File: src/rtl/adcseq_pkg.sv
// Package with register map, field positions and timing constants of the conversion sequencer
package adcseq_pkg;

  // ****************************************************************
  // Register byte addresses
  // ****************************************************************
  localparam logic [11:0] ADDR_STATUS_CONTROL = 12'h038;
  localparam logic [11:0] ADDR_DATA           = 12'h03c;
  localparam logic [11:0] ADDR_CLOCK          = 12'h040;
  localparam logic [11:0] ADDR_IRQ_STATUS     = 12'h044;
  localparam logic [11:0] ADDR_IRQ_MASK       = 12'h048;

  // ****************************************************************
  // Status and control fields
  // ****************************************************************
  localparam int BIT_COMPLETE   = 7;
  localparam int BIT_IRQ_ENABLE = 6;
  localparam int BIT_CONTINUOUS = 5;
  localparam int CHANNEL_LSB    = 0;
  localparam int CHANNEL_W      = 5;

  // ****************************************************************
  // Clock register fields
  // ****************************************************************
  localparam int PRESCALER_LSB = 5;
  localparam int PRESCALER_W   = 3;
  localparam int CLKSEL_BIT    = 4;

  // ****************************************************************
  // Interrupt status bits
  // ****************************************************************
  localparam int IRQ_W        = 1;
  localparam int IRQ_DONE_BIT = 0;

  // ****************************************************************
  // Reset values
  // ****************************************************************
  localparam logic [7:0] STATUS_CONTROL_RESET = 8'h1f;
  localparam logic [7:0] CLOCK_RESET          = 8'h00;

  // ****************************************************************
  // Conversion timing in converter clock cycles
  // ****************************************************************
  localparam int          CONV_CYCLES_MIN = 16;
  localparam int          CONV_CYCLES_MAX = 17;
  localparam logic [4:0]  CONV_CYCLES     = 5'h11;

  // Crystal reference rate and its divide from hclk
  localparam int          HCLK_MHZ    = 100;
  localparam int          XTAL_MHZ    = 4;
  localparam int          XTAL_DIV    = HCLK_MHZ / XTAL_MHZ;
  localparam logic [7:0]  XTAL_DIV_M1 = 8'(XTAL_DIV - 1);

  // Converter core answer latency in hclk cycles after a sample strobe
  localparam int          CORE_LATENCY = 1;

endpackage

File: src/rtl/adcseq_top.sv
// Conversion sequencer top: AHB-Lite slave, sequencer, flags and interrupt
`timescale 1ns/1ps

module adcseq_top (
  // Clock and reset
  input  wire logic        hclk,
  input  wire logic        hresetn,
  // AHB-Lite slave
  input  wire logic        hsel,
  input  wire logic [11:0] haddr,
  input  wire logic [1:0]  htrans,
  input  wire logic        hwrite,
  input  wire logic [2:0]  hsize,
  input  wire logic [31:0] hwdata,
  input  wire logic        hready,
  output logic [31:0]      hrdata,
  output logic             hreadyout,
  output logic             hresp,
  // Analog core
  output logic [4:0]       core_channel,
  output logic             core_sample,
  input  wire logic [7:0]  core_code,
  // Interrupt
  output logic             irq
);

  // ****************************************************************
  // Declarations
  // ****************************************************************
  typedef enum {ST_IDLE, ST_CONVERT} adcseq_state_type;

  adcseq_state_type state_reg;
  adcseq_state_type state_next;
  logic [7:0]  ctrl_reg;
  logic [7:0]  ctrl_next;
  logic [7:0]  clock_reg;
  logic [7:0]  clock_next;
  logic [0:0]  irq_stat_reg;
  logic [0:0]  irq_stat_next;
  logic [0:0]  irq_mask_reg;
  logic [0:0]  irq_mask_next;
  logic        complete_reg;
  logic        complete_next;
  logic [4:0]  tick_cnt_reg;
  logic [4:0]  tick_cnt_next;
  logic        sample_reg;
  logic        sample_next;
  logic        irq_reg;
  logic        irq_next;
  logic [31:0] rdata_reg;
  logic [31:0] rdata_next;
  logic        ph_valid_reg;
  logic        ph_write_reg;
  logic [11:0] ph_addr_reg;
  logic        ph_valid_next;
  logic        ph_write_next;
  logic [11:0] ph_addr_next;
  logic        conv_tick;
  logic        conv_done;
  logic [7:0]  result;
  logic        wr_ctrl;
  logic        rd_data;
  logic        wr_clock;
  logic        wr_stat;
  logic        wr_mask;
  logic        addr_take;

  // ****************************************************************
  // Submodules
  // ****************************************************************
  // Converter clock from selected source and prescaler
  adcseq_clkgen u_clkgen (
    .hclk       (hclk),
    .hresetn    (hresetn),
    .clk_select (clock_reg[adcseq_pkg::CLKSEL_BIT]),
    .prescaler  (clock_reg[adcseq_pkg::PRESCALER_LSB +: adcseq_pkg::PRESCALER_W]),
    .conv_tick  (conv_tick)
  );

  // Core code captured straight, 00 at ground, ff at high reference
  adcseq_result u_result (
    .hclk      (hclk),
    .hresetn   (hresetn),
    .load      (conv_done),
    .load_data (core_code),
    .result    (result)
  );

  // ****************************************************************
  // AHB-Lite address phase capture
  // ****************************************************************
  // Zero wait states: the slave is always ready
  always_comb begin
    addr_take     = hsel && hready && htrans[1];
    ph_valid_next = addr_take;
    ph_write_next = addr_take ? hwrite : 1'b0;
    ph_addr_next  = addr_take ? haddr : ph_addr_reg;
  end

  // Register the address phase
  always_ff @(posedge hclk or negedge hresetn) begin
    if (!hresetn) begin
      ph_valid_reg <= 1'b0;
      ph_write_reg <= 1'b0;
      ph_addr_reg  <= 12'h000;
    end else begin
      ph_valid_reg <= ph_valid_next;
      ph_write_reg <= ph_write_next;
      ph_addr_reg  <= ph_addr_next;
    end
  end

  // Data phase strobes
  assign wr_ctrl  = ph_valid_reg && ph_write_reg && (ph_addr_reg == adcseq_pkg::ADDR_STATUS_CONTROL);
  assign wr_clock = ph_valid_reg && ph_write_reg && (ph_addr_reg == adcseq_pkg::ADDR_CLOCK);
  assign wr_stat  = ph_valid_reg && ph_write_reg && (ph_addr_reg == adcseq_pkg::ADDR_IRQ_STATUS);
  assign wr_mask  = ph_valid_reg && ph_write_reg && (ph_addr_reg == adcseq_pkg::ADDR_IRQ_MASK);
  // Read data must be ready at the data phase edge, so decode in address phase
  assign rd_data  = addr_take && !hwrite && (haddr == adcseq_pkg::ADDR_DATA);

  // ****************************************************************
  // Read mux, registered for the data phase
  // ****************************************************************
  always_comb begin
    rdata_next = 32'h0000_0000;
    if (addr_take && !hwrite) begin
      case (haddr)
        adcseq_pkg::ADDR_STATUS_CONTROL: rdata_next = {24'h000000, complete_reg, ctrl_reg[6:0]};
        adcseq_pkg::ADDR_DATA:           rdata_next = {24'h000000, result};
        adcseq_pkg::ADDR_CLOCK:          rdata_next = {24'h000000, clock_reg};
        adcseq_pkg::ADDR_IRQ_STATUS:     rdata_next = {31'h00000000, irq_stat_reg};
        adcseq_pkg::ADDR_IRQ_MASK:       rdata_next = {31'h00000000, irq_mask_reg};
        default:                         rdata_next = 32'h0000_0000;
      endcase
    end
  end

  // Register the read data for the data phase
  always_ff @(posedge hclk or negedge hresetn) begin
    if (!hresetn) begin
      rdata_reg <= 32'h0000_0000;
    end else begin
      rdata_reg <= rdata_next;
    end
  end

  // ****************************************************************
  // Sequencer: state, converter tick count and sample strobe
  // ****************************************************************
  // Count reached on the last tick: seventeen ticks counted from zero
  localparam logic [4:0] DONE_COUNT   = adcseq_pkg::CONV_CYCLES - 5'h01;
  // Strobe two ticks early, so the core answers before the capture
  localparam logic [4:0] SAMPLE_COUNT = 5'(adcseq_pkg::CONV_CYCLES_MAX - 2 - adcseq_pkg::CORE_LATENCY);

  // The first tick may come early, so the span is 16 to 17 periods
  assign conv_done = (state_reg == ST_CONVERT) && conv_tick && (tick_cnt_reg == DONE_COUNT);

  // Next sequencer state
  always_comb begin
    state_next    = state_reg;
    tick_cnt_next = tick_cnt_reg;
    sample_next   = 1'b0;
    case (state_reg)
      ST_IDLE: begin
        tick_cnt_next = 5'h00;
      end
      ST_CONVERT: begin
        if (conv_tick) begin
          tick_cnt_next = tick_cnt_reg + 5'h01;
          // At full rate a later strobe would race the capture edge
          if (tick_cnt_reg == SAMPLE_COUNT) begin
            sample_next = 1'b1;
          end
        end
        if (conv_done) begin
          tick_cnt_next = 5'h00;
          if (ctrl_reg[adcseq_pkg::BIT_CONTINUOUS]) begin
            state_next = ST_CONVERT;
          end else begin
            state_next = ST_IDLE;
          end
        end
      end
      default: begin
        state_next = ST_IDLE;
      end
    endcase
    // Any control write restarts, including mid conversion
    if (wr_ctrl) begin
      state_next    = ST_CONVERT;
      tick_cnt_next = 5'h00;
    end
  end

  // Register sequencer state
  always_ff @(posedge hclk or negedge hresetn) begin
    if (!hresetn) begin
      state_reg    <= ST_IDLE;
      tick_cnt_reg <= 5'h00;
      sample_reg   <= 1'b0;
    end else begin
      state_reg    <= state_next;
      tick_cnt_reg <= tick_cnt_next;
      sample_reg   <= sample_next;
    end
  end

  // ****************************************************************
  // Software registers: control, converter clock, interrupt mask
  // ****************************************************************
  // Next register values on data phase writes
  always_comb begin
    ctrl_next     = ctrl_reg;
    clock_next    = clock_reg;
    irq_mask_next = irq_mask_reg;
    // Flag position is read only, kept zero in storage
    if (wr_ctrl) begin
      ctrl_next = {1'b0, hwdata[6:0]};
    end
    if (wr_clock) begin
      clock_next = hwdata[7:0];
    end
    if (wr_mask) begin
      irq_mask_next = hwdata[0:0];
    end
  end

  // Register the software registers
  always_ff @(posedge hclk or negedge hresetn) begin
    if (!hresetn) begin
      ctrl_reg     <= adcseq_pkg::STATUS_CONTROL_RESET;
      clock_reg    <= adcseq_pkg::CLOCK_RESET;
      irq_mask_reg <= 1'b0;
    end else begin
      ctrl_reg     <= ctrl_next;
      clock_reg    <= clock_next;
      irq_mask_reg <= irq_mask_next;
    end
  end

  // ****************************************************************
  // Completion flag, interrupt status and interrupt line
  // ****************************************************************
  // Next flag values; clears first so a done in the same cycle wins
  always_comb begin
    complete_next = complete_reg;
    irq_stat_next = irq_stat_reg;
    if (wr_stat) begin
      irq_stat_next = irq_stat_reg & ~hwdata[0:0];
    end
    // Flag drops on data read or control write
    if (rd_data || wr_ctrl) begin
      complete_next = 1'b0;
    end
    if (conv_done) begin
      if (ctrl_reg[adcseq_pkg::BIT_IRQ_ENABLE]) begin
        // Only ever sets, so a pending event survives a quiet done
        irq_stat_next[adcseq_pkg::IRQ_DONE_BIT] = 1'b1;
      end else begin
        complete_next = 1'b1;
      end
    end
    // Enabled interrupts keep the flag at zero
    if (ctrl_next[adcseq_pkg::BIT_IRQ_ENABLE]) begin
      complete_next = 1'b0;
    end
    irq_next = |(irq_stat_next & irq_mask_next);
  end

  // Register the flags and the interrupt line
  always_ff @(posedge hclk or negedge hresetn) begin
    if (!hresetn) begin
      complete_reg <= 1'b0;
      irq_stat_reg <= 1'b0;
      irq_reg      <= 1'b0;
    end else begin
      complete_reg <= complete_next;
      irq_stat_reg <= irq_stat_next;
      irq_reg      <= irq_next;
    end
  end

  // ****************************************************************
  // Outputs
  // ****************************************************************
  assign hrdata       = rdata_reg;
  assign hreadyout    = 1'b1;
  assign hresp        = 1'b0;
  assign core_channel = ctrl_reg[adcseq_pkg::CHANNEL_LSB +: adcseq_pkg::CHANNEL_W];
  assign core_sample  = sample_reg;
  assign irq          = irq_reg;

endmodule

File: src/rtl/adcseq_clkgen.sv
// Converter clock generator: source select plus power-of-two prescaler
`timescale 1ns/1ps

module adcseq_clkgen (
  // Clock and reset
  input  wire logic       hclk,
  input  wire logic       hresetn,
  // Configuration
  input  wire logic       clk_select,
  input  wire logic [2:0] prescaler,
  // Converter clock enable
  output logic            conv_tick
);

  // ****************************************************************
  // Source tick: bus clock every cycle, or crystal reference
  // ****************************************************************
  logic [7:0]  xtal_cnt_reg;
  logic [7:0]  xtal_cnt_next;
  logic        src_tick;
  logic [6:0]  pre_cnt_reg;
  logic [6:0]  pre_cnt_next;
  logic        tick_reg;
  logic        tick_next;
  logic [6:0]  pre_mask;

  // Next values of both dividers
  always_comb begin
    xtal_cnt_next = (xtal_cnt_reg == adcseq_pkg::XTAL_DIV_M1) ? 8'h00 : xtal_cnt_reg + 8'h01;
    src_tick      = clk_select ? 1'b1 : (xtal_cnt_reg == adcseq_pkg::XTAL_DIV_M1);
    // Prescale values above seven saturate at divide by 128
    pre_mask      = 7'((8'h01 << ((prescaler > 3'h7) ? 3'h7 : prescaler)) - 8'h01);
    pre_cnt_next  = pre_cnt_reg;
    tick_next     = 1'b0;
    if (src_tick) begin
      if ((pre_cnt_reg & pre_mask) == pre_mask) begin
        pre_cnt_next = 7'h00;
        tick_next    = 1'b1;
      end else begin
        pre_cnt_next = pre_cnt_reg + 7'h01;
      end
    end
  end

  // Register the dividers
  always_ff @(posedge hclk or negedge hresetn) begin
    if (!hresetn) begin
      xtal_cnt_reg <= 8'h00;
      pre_cnt_reg  <= 7'h00;
      tick_reg     <= 1'b0;
    end else begin
      xtal_cnt_reg <= xtal_cnt_next;
      pre_cnt_reg  <= pre_cnt_next;
      tick_reg     <= tick_next;
    end
  end

  assign conv_tick = tick_reg;

endmodule

File: src/rtl/adcseq_result.sv
// Result holding register, loaded at the end of each conversion
`timescale 1ns/1ps

module adcseq_result (
  // Clock and reset
  input  wire logic       hclk,
  input  wire logic       hresetn,
  // Write side
  input  wire logic       load,
  input  wire logic [7:0] load_data,
  // Read side
  output logic [7:0]      result
);

  // ****************************************************************
  // Result storage
  // ****************************************************************
  logic [7:0] result_reg;
  logic [7:0] result_next;

  // Overwrites on every load, read or not
  always_comb begin
    result_next = load ? load_data : result_reg;
  end

  // Register the result
  always_ff @(posedge hclk or negedge hresetn) begin
    if (!hresetn) begin
      result_reg <= 8'h00;
    end else begin
      result_reg <= result_next;
    end
  end

  assign result = result_reg;

endmodule

File: config.mk
export PLATFORM = sky130hd
export DESIGN_NAME = adcseq_top
export DESIGN_NICKNAME = d
export VERILOG_FILES = /design/src/rtl/adcseq_pkg.sv /design/src/rtl/adcseq_top.sv /design/src/rtl/adcseq_clkgen.sv /design/src/rtl/adcseq_result.sv
export SDC_FILE = /design/constraint.sdc
export NUM_CORES = 1
export LEC_CHECK = 0
export ABC_AREA = 0
export BUFFER_PORTS_ARGS = -buffer_cell sky130_fd_sc_hd__buf_4
export CORE_MARGIN = 1.5
export CORE_UTILIZATION = 50
export DETAILED_ROUTE_END_ITERATION = 10
export HOLD_SLACK_MARGIN = 0.06
export PLACE_DENSITY = 0.76
export SYNTH_ARGS = -nofsm -noshare
export SYNTH_HDL_FRONTEND = slang
export SYNTH_HIERARCHICAL = 1
export SYNTH_SLANG_ARGS = --single-unit
export TNS_END_PERCENT = 10
File: constraint.sdc
create_clock -name hclk -period 4.1 [get_ports hclk]
set_clock_uncertainty 0.05 [all_clocks]
set_input_delay 0.205 -clock hclk [delete_from_list [all_inputs] [get_ports hclk]]
set_output_delay 0.205 -clock hclk [all_outputs]
set_load 0.01 [all_outputs]
Word-level counts from Yosys, hierarchy flattened
Cells that the tools add are included.
{"block": "op_classes", "n_addsub": 4, "mul": 0, "div": 0, "magnitude_cmp": 1, "eq_ne": 18, "shifts": 1, "mux": 29, "bitwise": 4, "reduce_logical": 17}
{"op": "equality test 12 x 7 -> 1 bit (second input constant)", "count": 6}
{"op": "2-to-1 mux 32 bit", "count": 2}
{"op": "case mux 32 bit (2 select lines)", "count": 1}
{"op": "case mux 8 bit (5 select lines)", "count": 1}
{"op": "equality test 12 x 6 -> 1 bit (second input constant)", "count": 3}
{"op": "equality test 32 x 1 -> 1 bit (second input constant)", "count": 1}
{"op": "equality test 32 x 2 -> 1 bit (second input constant)", "count": 1}
{"op": "zero test 32 bit", "count": 1}
{"op": "2-to-1 mux 1 bit", "count": 16}
{"op": "2-to-1 mux 8 bit", "count": 2}
{"op": "2-to-1 mux 5 bit", "count": 3}
{"op": "2-to-1 mux 7 bit", "count": 2}
{"op": "logical AND 1 bit", "count": 11}
{"op": "case mux 5 bit (2 select lines)", "count": 1}
{"op": "adder 8 x 1 -> 8 bit (second input constant)", "count": 1}
{"op": "equality test 8 x 5 -> 1 bit (second input constant)", "count": 1}
{"op": "adder 7 x 1 -> 7 bit (second input constant)", "count": 1}
{"op": "AND 7 bit", "count": 1}
{"op": "equality test 7 bit", "count": 1}
{"op": "<< shifter 1 x 3 -> 7 bit (first input constant)", "count": 1}
{"op": "subtractor 7 x 1 -> 7 bit (second input constant)", "count": 1}
{"op": "adder 5 x 1 -> 5 bit (second input constant)", "count": 1}
{"op": "equality test 5 x 4 -> 1 bit (second input constant)", "count": 1}
{"op": "equality test 5 bit (second input constant)", "count": 1}
{"op": "11 further kinds", "count": 13}
{"block": "totals", "ff_bits": 127, "latchBits": 0, "mem_bits_rw": 0, "romBits": 0, "out_inout_bits": 41, "mem_count": 0}

Logic depth before layout (Yosys ltp)
Gate-level depths: netlist (run 1).
{"block": "depth", "ltp_word": 9, "mapped_depth": 7}

Cells and area by module
Netlist (run 1), hierarchy kept.
{"module": "adcseq_top", "instances": 1, "cells_each": 229, "area_each_um2": 2529.9, "seq_area_each_um2": 1207.4}
{"module": "adcseq_clkgen", "instances": 1, "cells_each": 97, "area_each_um2": 984.7, "seq_area_each_um2": 400.4}
{"module": "adcseq_result", "instances": 1, "cells_each": 17, "area_each_um2": 331.6, "seq_area_each_um2": 200.2}

Worst setup path before layout (run 1)
Ideal clock, no wire load.
{"block": "synth_timing", "kind": "register -> register", "from": "register clock_reg[7]", "to": "register u_clkgen.pre_cnt_reg[3]", "setup_time_ns": 0.150, "arrival_time_ns": 1.797, "setup_slack_ns": 2.104, "path_stages_with_launch": 8, "path_buffers": 0, "cell_sequence": "dfrtp_1 > nor3_1 > inv_1 > ha_1 > or3b_1 > a31oi_1 > a2111oi_4 > o22ai_1"}
{"block": "synth_between", "elab_chain_len": 7}
{"element": "start: declaration", "line_no": "adcseq_top.sv:36", "rtl": "logic [7:0] clock_reg;"}
{"element": "start signal: assignment", "line_no": "adcseq_top.sv:232", "rtl": "clock_reg <= adcseq_pkg::CLOCK_RESET;"}
{"element": "start signal: assignment", "line_no": "adcseq_top.sv:236", "rtl": "clock_reg <= clock_next;"}
{"element": "> comparator 3 bit", "line_no": "adcseq_clkgen.sv:32", "rtl": "pre_mask = 7'((8'h01 << ((prescaler > 3'h7) ? 3'h7 : prescaler)) - 8'h01);"}
{"element": "2-to-1 mux 3 bit (*)", "line_no": "adcseq_clkgen.sv:32"}
{"element": "<< shifter 1 x 3 -> 7 bit (*)", "line_no": "adcseq_clkgen.sv:32"}
{"element": "subtractor 7 x 1 -> 7 bit (*)", "line_no": "adcseq_clkgen.sv:32"}
{"element": "AND 7 bit", "line_no": "adcseq_clkgen.sv:36", "rtl": "if ((pre_cnt_reg & pre_mask) == pre_mask) begin"}
{"element": "equality test 7 bit (*)", "line_no": "adcseq_clkgen.sv:36"}
{"element": "2-to-1 mux 7 bit (*)", "line_no": "adcseq_clkgen.sv:36"}
{"element": "end signal: assignment", "line_no": "adcseq_clkgen.sv:53", "rtl": "pre_cnt_reg <= pre_cnt_next;"}
{"element": "end: declaration", "line_no": "adcseq_clkgen.sv:21", "rtl": "logic [6:0] pre_cnt_reg;"}
Every way passes the cells marked *; elsewhere a longest branch is shown, timed or not.
A chain may end at the register's enable or synchronous reset.

Final worst setup path (run 1)
{"block": "layout_timing", "from": "register clock_reg[6]", "to": "register u_clkgen.pre_cnt_reg[3]"}
The elaborated chain is that of the path after synthesis.

==> results of run 1 <==
layer usage:
| metal | vias to the layer above | global-route usage | routed length, um |
|---|---|---|---|
| li1 | 1309 | - | - |
| met1 | 1360 | 0.269 | 3560 |
| met2 | 86 | 0.332 | 3940 |
| met3 | 15 | 0.0370 | 370 |
| met4 | 0 | 0.0873 | 140 |
| met5 | - | 0 | 0 |
cell usage after synthesis, types with 4 or more instances:
library cell  number  share of area
a21oi_1           10          0.013
dfstp_2            5          0.034
a31oi_1            4         0.0065
nand4_1            6         0.0098
mux2i_1            4          0.010
mux2_4             8          0.031
inv_1             15          0.015
nand3b_1           4         0.0078
dfrtp_1           67           0.44
a211oi_1           4         0.0078
nand3_1            8          0.010
a32oi_1            7          0.016
nor2_1            23          0.022
ha_1               7          0.023
nor4_4             4          0.022
buf_4             31          0.061
xor2_1             4         0.0091
mux2_2            28          0.082
nand2_1           32          0.031
xnor2_1            4         0.0091
and3_1             4         0.0065
cell type report:
class | count | area (um^2)
Timing Repair Buffer | 73 | 611
Clock inverter | 6 | 115
Multi-Input combinational cell | 243 | 1800
Tap cell | 99 | 124
Sequential cell | 72 | 1810
Inverter | 15 | 56.3
Fill cell | 569 | 2680
Clock buffer | 10 | 138
repair_timing:
item,4_1_cts,5_1_grt
resized for setup,0,0
endpoints found under the hold margin,96,0
hold buffers,25,0
endpoints found under the setup margin,0,0
power groups by stage:
stage	logic [mW]	registers [mW]	clock network, mW
detailed placement	0.113	0.771	0
finish	0.133	0.759	0.696
floorplan	0.0791	0.765	0
global route	0.146	0.761	0.733
CTS	0.133	0.758	0.709
global placement	0.111	0.769	0
worst max path at each step:
stage | to | slack [ps] | depth (start not counted)
2_1_floorplan | u_clkgen/pre_cnt_reg[3] | 2100 | 7
3_3_place_gp | u_clkgen/pre_cnt_reg[3] | 1890 | 7
3_5_place_dp | u_clkgen/pre_cnt_reg[3] | 1830 | 7
4_1_cts | u_clkgen/pre_cnt_reg[3] | 1810 | 7
5_1_grt | u_clkgen/pre_cnt_reg[1] | 1650 | 7
6_report | u_clkgen/pre_cnt_reg[3] | 1790 | 7
through the flow:
step	area, um^2	util	std cells	setup WS [ps]	hold slack [ps]
after floorplan	3940	-	367	2100	-141
final	4650	0.634	518	1790	72.4
after global placement	4150	0.565	477	1890	334
after detailed placement	4150	0.565	477	1830	337
after global routing	4650	0.634	518	1650	63.5
after CTS	4650	0.634	518	1810	62.8
cell families (layout without fill, tap and decap cells):
group	after synthesis	in the layout	synth area share
buffers and inverters	52	104	0.0862
DFF	72	72	0.470
adders and majority gates	7	7	0.0228
xor gates and xnor gates	8	8	0.0182
and+or+nand+nor	116	116	0.186
AOI/OAI and AO/OA	46	46	0.0908
other	2	26	0.00195
muxes	40	40	0.124
placed cells by master, fill, tap and decap left out, drive strengths merged, types with 4 or more instances in the layout:
| cell | count |
|---|---|
| a211oi | 5 |
| a21oi | 10 |
| a31oi | 4 |
| a32oi | 7 |
| and3 | 5 |
| buf | 48 |
| clkbuf | 10 |
| conb | 26 |
| dfrtp | 67 |
| dfstp | 5 |
| dlygate4sd3 | 25 |
| ha | 7 |
| inv | 16 |
| mux2 | 36 |
| mux2i | 4 |
| nand2 | 32 |
| nand3 | 8 |
| nand3b | 4 |
| nand4 | 7 |
| nor2 | 23 |
| nor4 | 6 |
| o21ai | 6 |
| xnor2 | 4 |
| xor2 | 4 |
==> results_dict.tcl, run 1 <==
set metrics [dict create \
    grt_max_degree 73 \
    slew_viol_final 0 \
    viasPerCell 5.35 \
    synth-seq-cells 72 \
    die_w_um 90.7 \
    fin_crit_ps 2310 \
    max-slew-margin-rel 0.405 \
    reg2regPathDepth 7 \
    crit_path_max_incr_delay_ps 580 \
    combPwrFrac 0.084 \
    cp_top_family "compound AO/OA/AOI/OAI gates" \
    start_util 0.525 \
    synth_top_flop_cell "dfrtp_1" \
    startpoint "clock_reg[6]" \
    core_area_mm2 0.00733 \
    irDropWorstVdd_v 0.000273 \
    yosys.cell_types.count 61 \
    start_kind "flip-flop" \
    end_kind "flip-flop" \
    die_h_um 90.7 \
    internal_power_mw 1.22 \
    slowest_stage "a2111oi_4" \
    setup_violations 0 \
    min_period_over_period 0.563 \
    largest_reg_flops 12 \
    reg2reg_slack_ps 1790 \
    synth_area_per_cell_um2 11.2 \
    netlist_instances 343 \
    max_freq_mhz 433 \
    cts_sinks 72 \
    io_pins 103 \
    worstHoldPathType "in2reg" \
    detailroute.via_count 2770 \
    whs_endpoint "ph_addr_reg[4]" \
    hold_depth 2 \
    ant_nets 0 \
    dieArea_mm2 0.00823 \
    worstPathCellList "nor3_1 > inv_1 > ha_1 > or3b_1 > a31oi_1 > a2111oi_4 > o22ai_1" \
    clk_pin_slew_ps 80 \
    drive_above_1_share 0.294 \
    reg2reg_from "clock_reg[6]" \
    critPathKind "reg2reg" \
    dp_hpwl_mm 5.23 \
    outcome "complete, no violations" \
    routedWlPerCell_um 15.5 \
    area_growth_pct 20.9 \
    yosys_warnings 6 \
    drc_errors 0 \
    cts_setup_buffers 0 \
    timing.critical_path.fanout_max 10 \
    gr-total-overflow 0 \
    finalPower_mw 1.59 \
    power_leakage_nw 2.12 \
    seq_area_frac_synth 0.470 \
    clock-root-buffer "clkbuf_8" \
    cap_violations 0 \
    cts_buffers 9 \
    grt_pass1_vias 2750 \
    setup-tns-final_ps 0 \
    p_per_area_mw_per_mm2 342 \
    cp_num_buf_inv 1 \
    clock_latency_ps 350 \
    track_usage 0.205 \
    reg2reg_to "u_clkgen/pre_cnt_reg[3]" \
    grt_setup_unrepaired "false" \
    antenna_found_initial 0 \
    rows 31 \
    critPathArrivalTime_ps 2460 \
    diodes 0 \
    worst_slew_pin_slew_ps 892 \
    drtIter0Drc 209 \
    synth_edf_count 0 \
    clk_path_buf_depth 2 \
    first_pass_iters 4 \
    critPathRequiredTime_ps 4250 \
    final-hold-violation-count 0 \
    htree_levels 3 \
    p_switching_mw 0.363 \
    finalNetCount 483 \
    hold_path.startpoint "haddr[4]" \
    cts_tree "done" \
    grt_pass1_wl_mm 13.4 \
    routed_wl_mm 8.00 \
    seq_power_share 0.478 \
    port_buffers 48 \
    gp_congestion 0.794 \
    netlist_area_mm2 0.00385 \
    switching_share 0.229 \
    pwr-share-clk 0.438 \
    async_flop_share 1.00 \
]
(Power assumes the default switching activity.)
==> run 2: changes to the inputs <==
- CORE_UTILIZATION: 50 -> 48
- PLACE_DENSITY: 0.76 -> 0.77
- clock period: 4.1 -> 1.9 ns (I/O delays scaled with it)
==> results_dict.tcl, run 2 (synthesis results as in run 1) <==
set metrics [dict create \
    irDropWorstVdd_v 0.000551 \
    worst_slew_pin_slew_ps 591 \
    reg2reg_slack_ps 10 \
    slowest_stage "dfrtp_1" \
    start_kind "flip-flop" \
    detailroute.via_count 2942 \
    routedWlPerCell_um 15.6 \
    cts_sinks 72 \
    min_period_over_period 0.992 \
    clock-root-buffer "clkbuf_8" \
    start_util 0.498 \
    grt_pass1_vias 2937 \
    fin_crit_ps 1890 \
    htree_levels 3 \
    fin_cells 554 \
    first_pass_iters 4 \
    setup_violations 0 \
    critPathKind "reg2reg" \
    rows 32 \
    drc_errors 0 \
    path_common_cell "nor4_4" \
    finalNetCount 516 \
    outcome "complete, no violations" \
    reg2reg_from "ph_addr_reg[8]" \
    final_cell_mix "74 x buf_4, 65 x dfrtp_1, 32 x nand2_1" \
    dpl.cell_count 500 \
    cts_buffers 9 \
    timing.critical_path.fanout_max 8 \
    worstHoldPathType "in2reg" \
    grt_max_degree 37 \
    max-slew-margin-rel 0.604 \
    track_usage 0.211 \
    dp_hpwl_mm 5.70 \
    die_h_um 92.5 \
    clock_latency_ps 350 \
    die_w_um 92.5 \
    slew_viol_final 0 \
    final_common_cell "buf_4" \
    io_pins 103 \
    crit_end "clock_reg[2]" \
    grt_pass1_wl_mm 13.9 \
    critPathRequiredTime_ps 2080 \
    viasPerCell 5.31 \
    final-hold-violation-count 0 \
    antenna_found_initial 0 \
    finalPower_mw 3.21 \
    cap_violations 0 \
    p_per_area_mw_per_mm2 641 \
    startpoint "ph_addr_reg[8]" \
    gr-total-overflow 0 \
    grt_setup_unrepaired "true" \
    gp_congestion 0.846 \
    worstPathCellList "nor4_4 > nand4_4 > nor4_4 > buf_12 > mux2_4" \
    port_buffers 48 \
    hold_depth 3 \
    largest_reg_flops 12 \
    ant_nets 0 \
    area_growth_pct 30.1 \
    diodes 0 \
    clk_path_buf_depth 2 \
    clk_pin_slew_ps 80 \
    end_kind "flip-flop" \
    dieArea_mm2 0.00856 \
    drtIter0Drc 89 \
    reg2reg_to "clock_reg[2]" \
    critPathArrivalTime_ps 2070 \
    drive_above_1_share 0.361 \
    core_area_mm2 0.00773 \
    num-fill-cells 566 \
    max_freq_mhz 530 \
    power_leakage_nw 2.29 \
    reg2regPathDepth 5 \
    routed_wl_mm 8.62 \
    cts_tree "done" \
    crit_path_max_incr_delay_ps 420 \
]
==> run 2: worst min-delay path by stage <==
stage / startpoint / end / slack [ps]
after floorplan: hresetn / clock_reg[0] / -250
after global placement: hresetn / ph_addr_reg[11] / 20
after detailed placement: hresetn / ph_addr_reg[10] / 30
after CTS: haddr[2] / hrdata[0] / 80
after global routing: haddr[2] / hrdata[0] / 100
final: haddr[2] / hrdata[0] / 100
==> run 2: final cells by class <==
cell class	count	area [um^2]	share of cell area
clock buffers	12	155	0.0310
multi-input cells	243	1910	0.381
flip-flops and latches	72	1810	0.362
clock inverters	4	52.6	0.0105
repair buffers	106	897	0.179
inverters	15	56.3	0.0113
well taps	102	128	0.0255
==> run 2: report_power, final <==
part	switching, mW	internal (mW)
Combinational	0.151	0.166
Clock	0.575	0.678
Sequential	0.0530	1.58
Total	0.779	2.43
==> run 2: metrics by stage <==
stage | setup slack, ps | setup TNS, ps | hold slack (ps) | util | area (um^2)
2_1_floorplan | -0.743 | -0.743 | -251 | - | 3950
3_3_place_gp | -0.271 | -0.271 | 24.4 | 0.561 | 4340
3_5_place_dp | -53.2 | -121 | 32.9 | 0.561 | 4340
4_1_cts | -5.89 | -8.23 | 80.0 | 0.635 | 4910
5_1_grt | -52.6 | -507 | 102 | 0.648 | 5000
6_report | 14.9 | 0 | 95.7 | 0.648 | 5000
==> run 2: critical path, delay by kind of cell (launching register included) <==
family | cells | cell delay, ps
and+or+nand+nor | 3 | 800
muxes | 1 | 310
buffers and inverters | 1 | 190
DFF | 1 | 420
==> run 2: timing repair <==
item | CTS | global route
resized for setup | 6 | 13
endpoints found under the setup margin | 11 | 25
hold buffers | 29 | 0
hold endpoints to repair | 91 | 0
setup buffers | 4 | 5
pin swaps | 3 | 6
==> run 2: routing by layer <==
metal | track usage | wire, um
met5 | 0 | 0
met2 | 0.359 | 4460
met1 | 0.261 | 3690
met4 | 0.0885 | 82
met3 | 0.0419 | 384
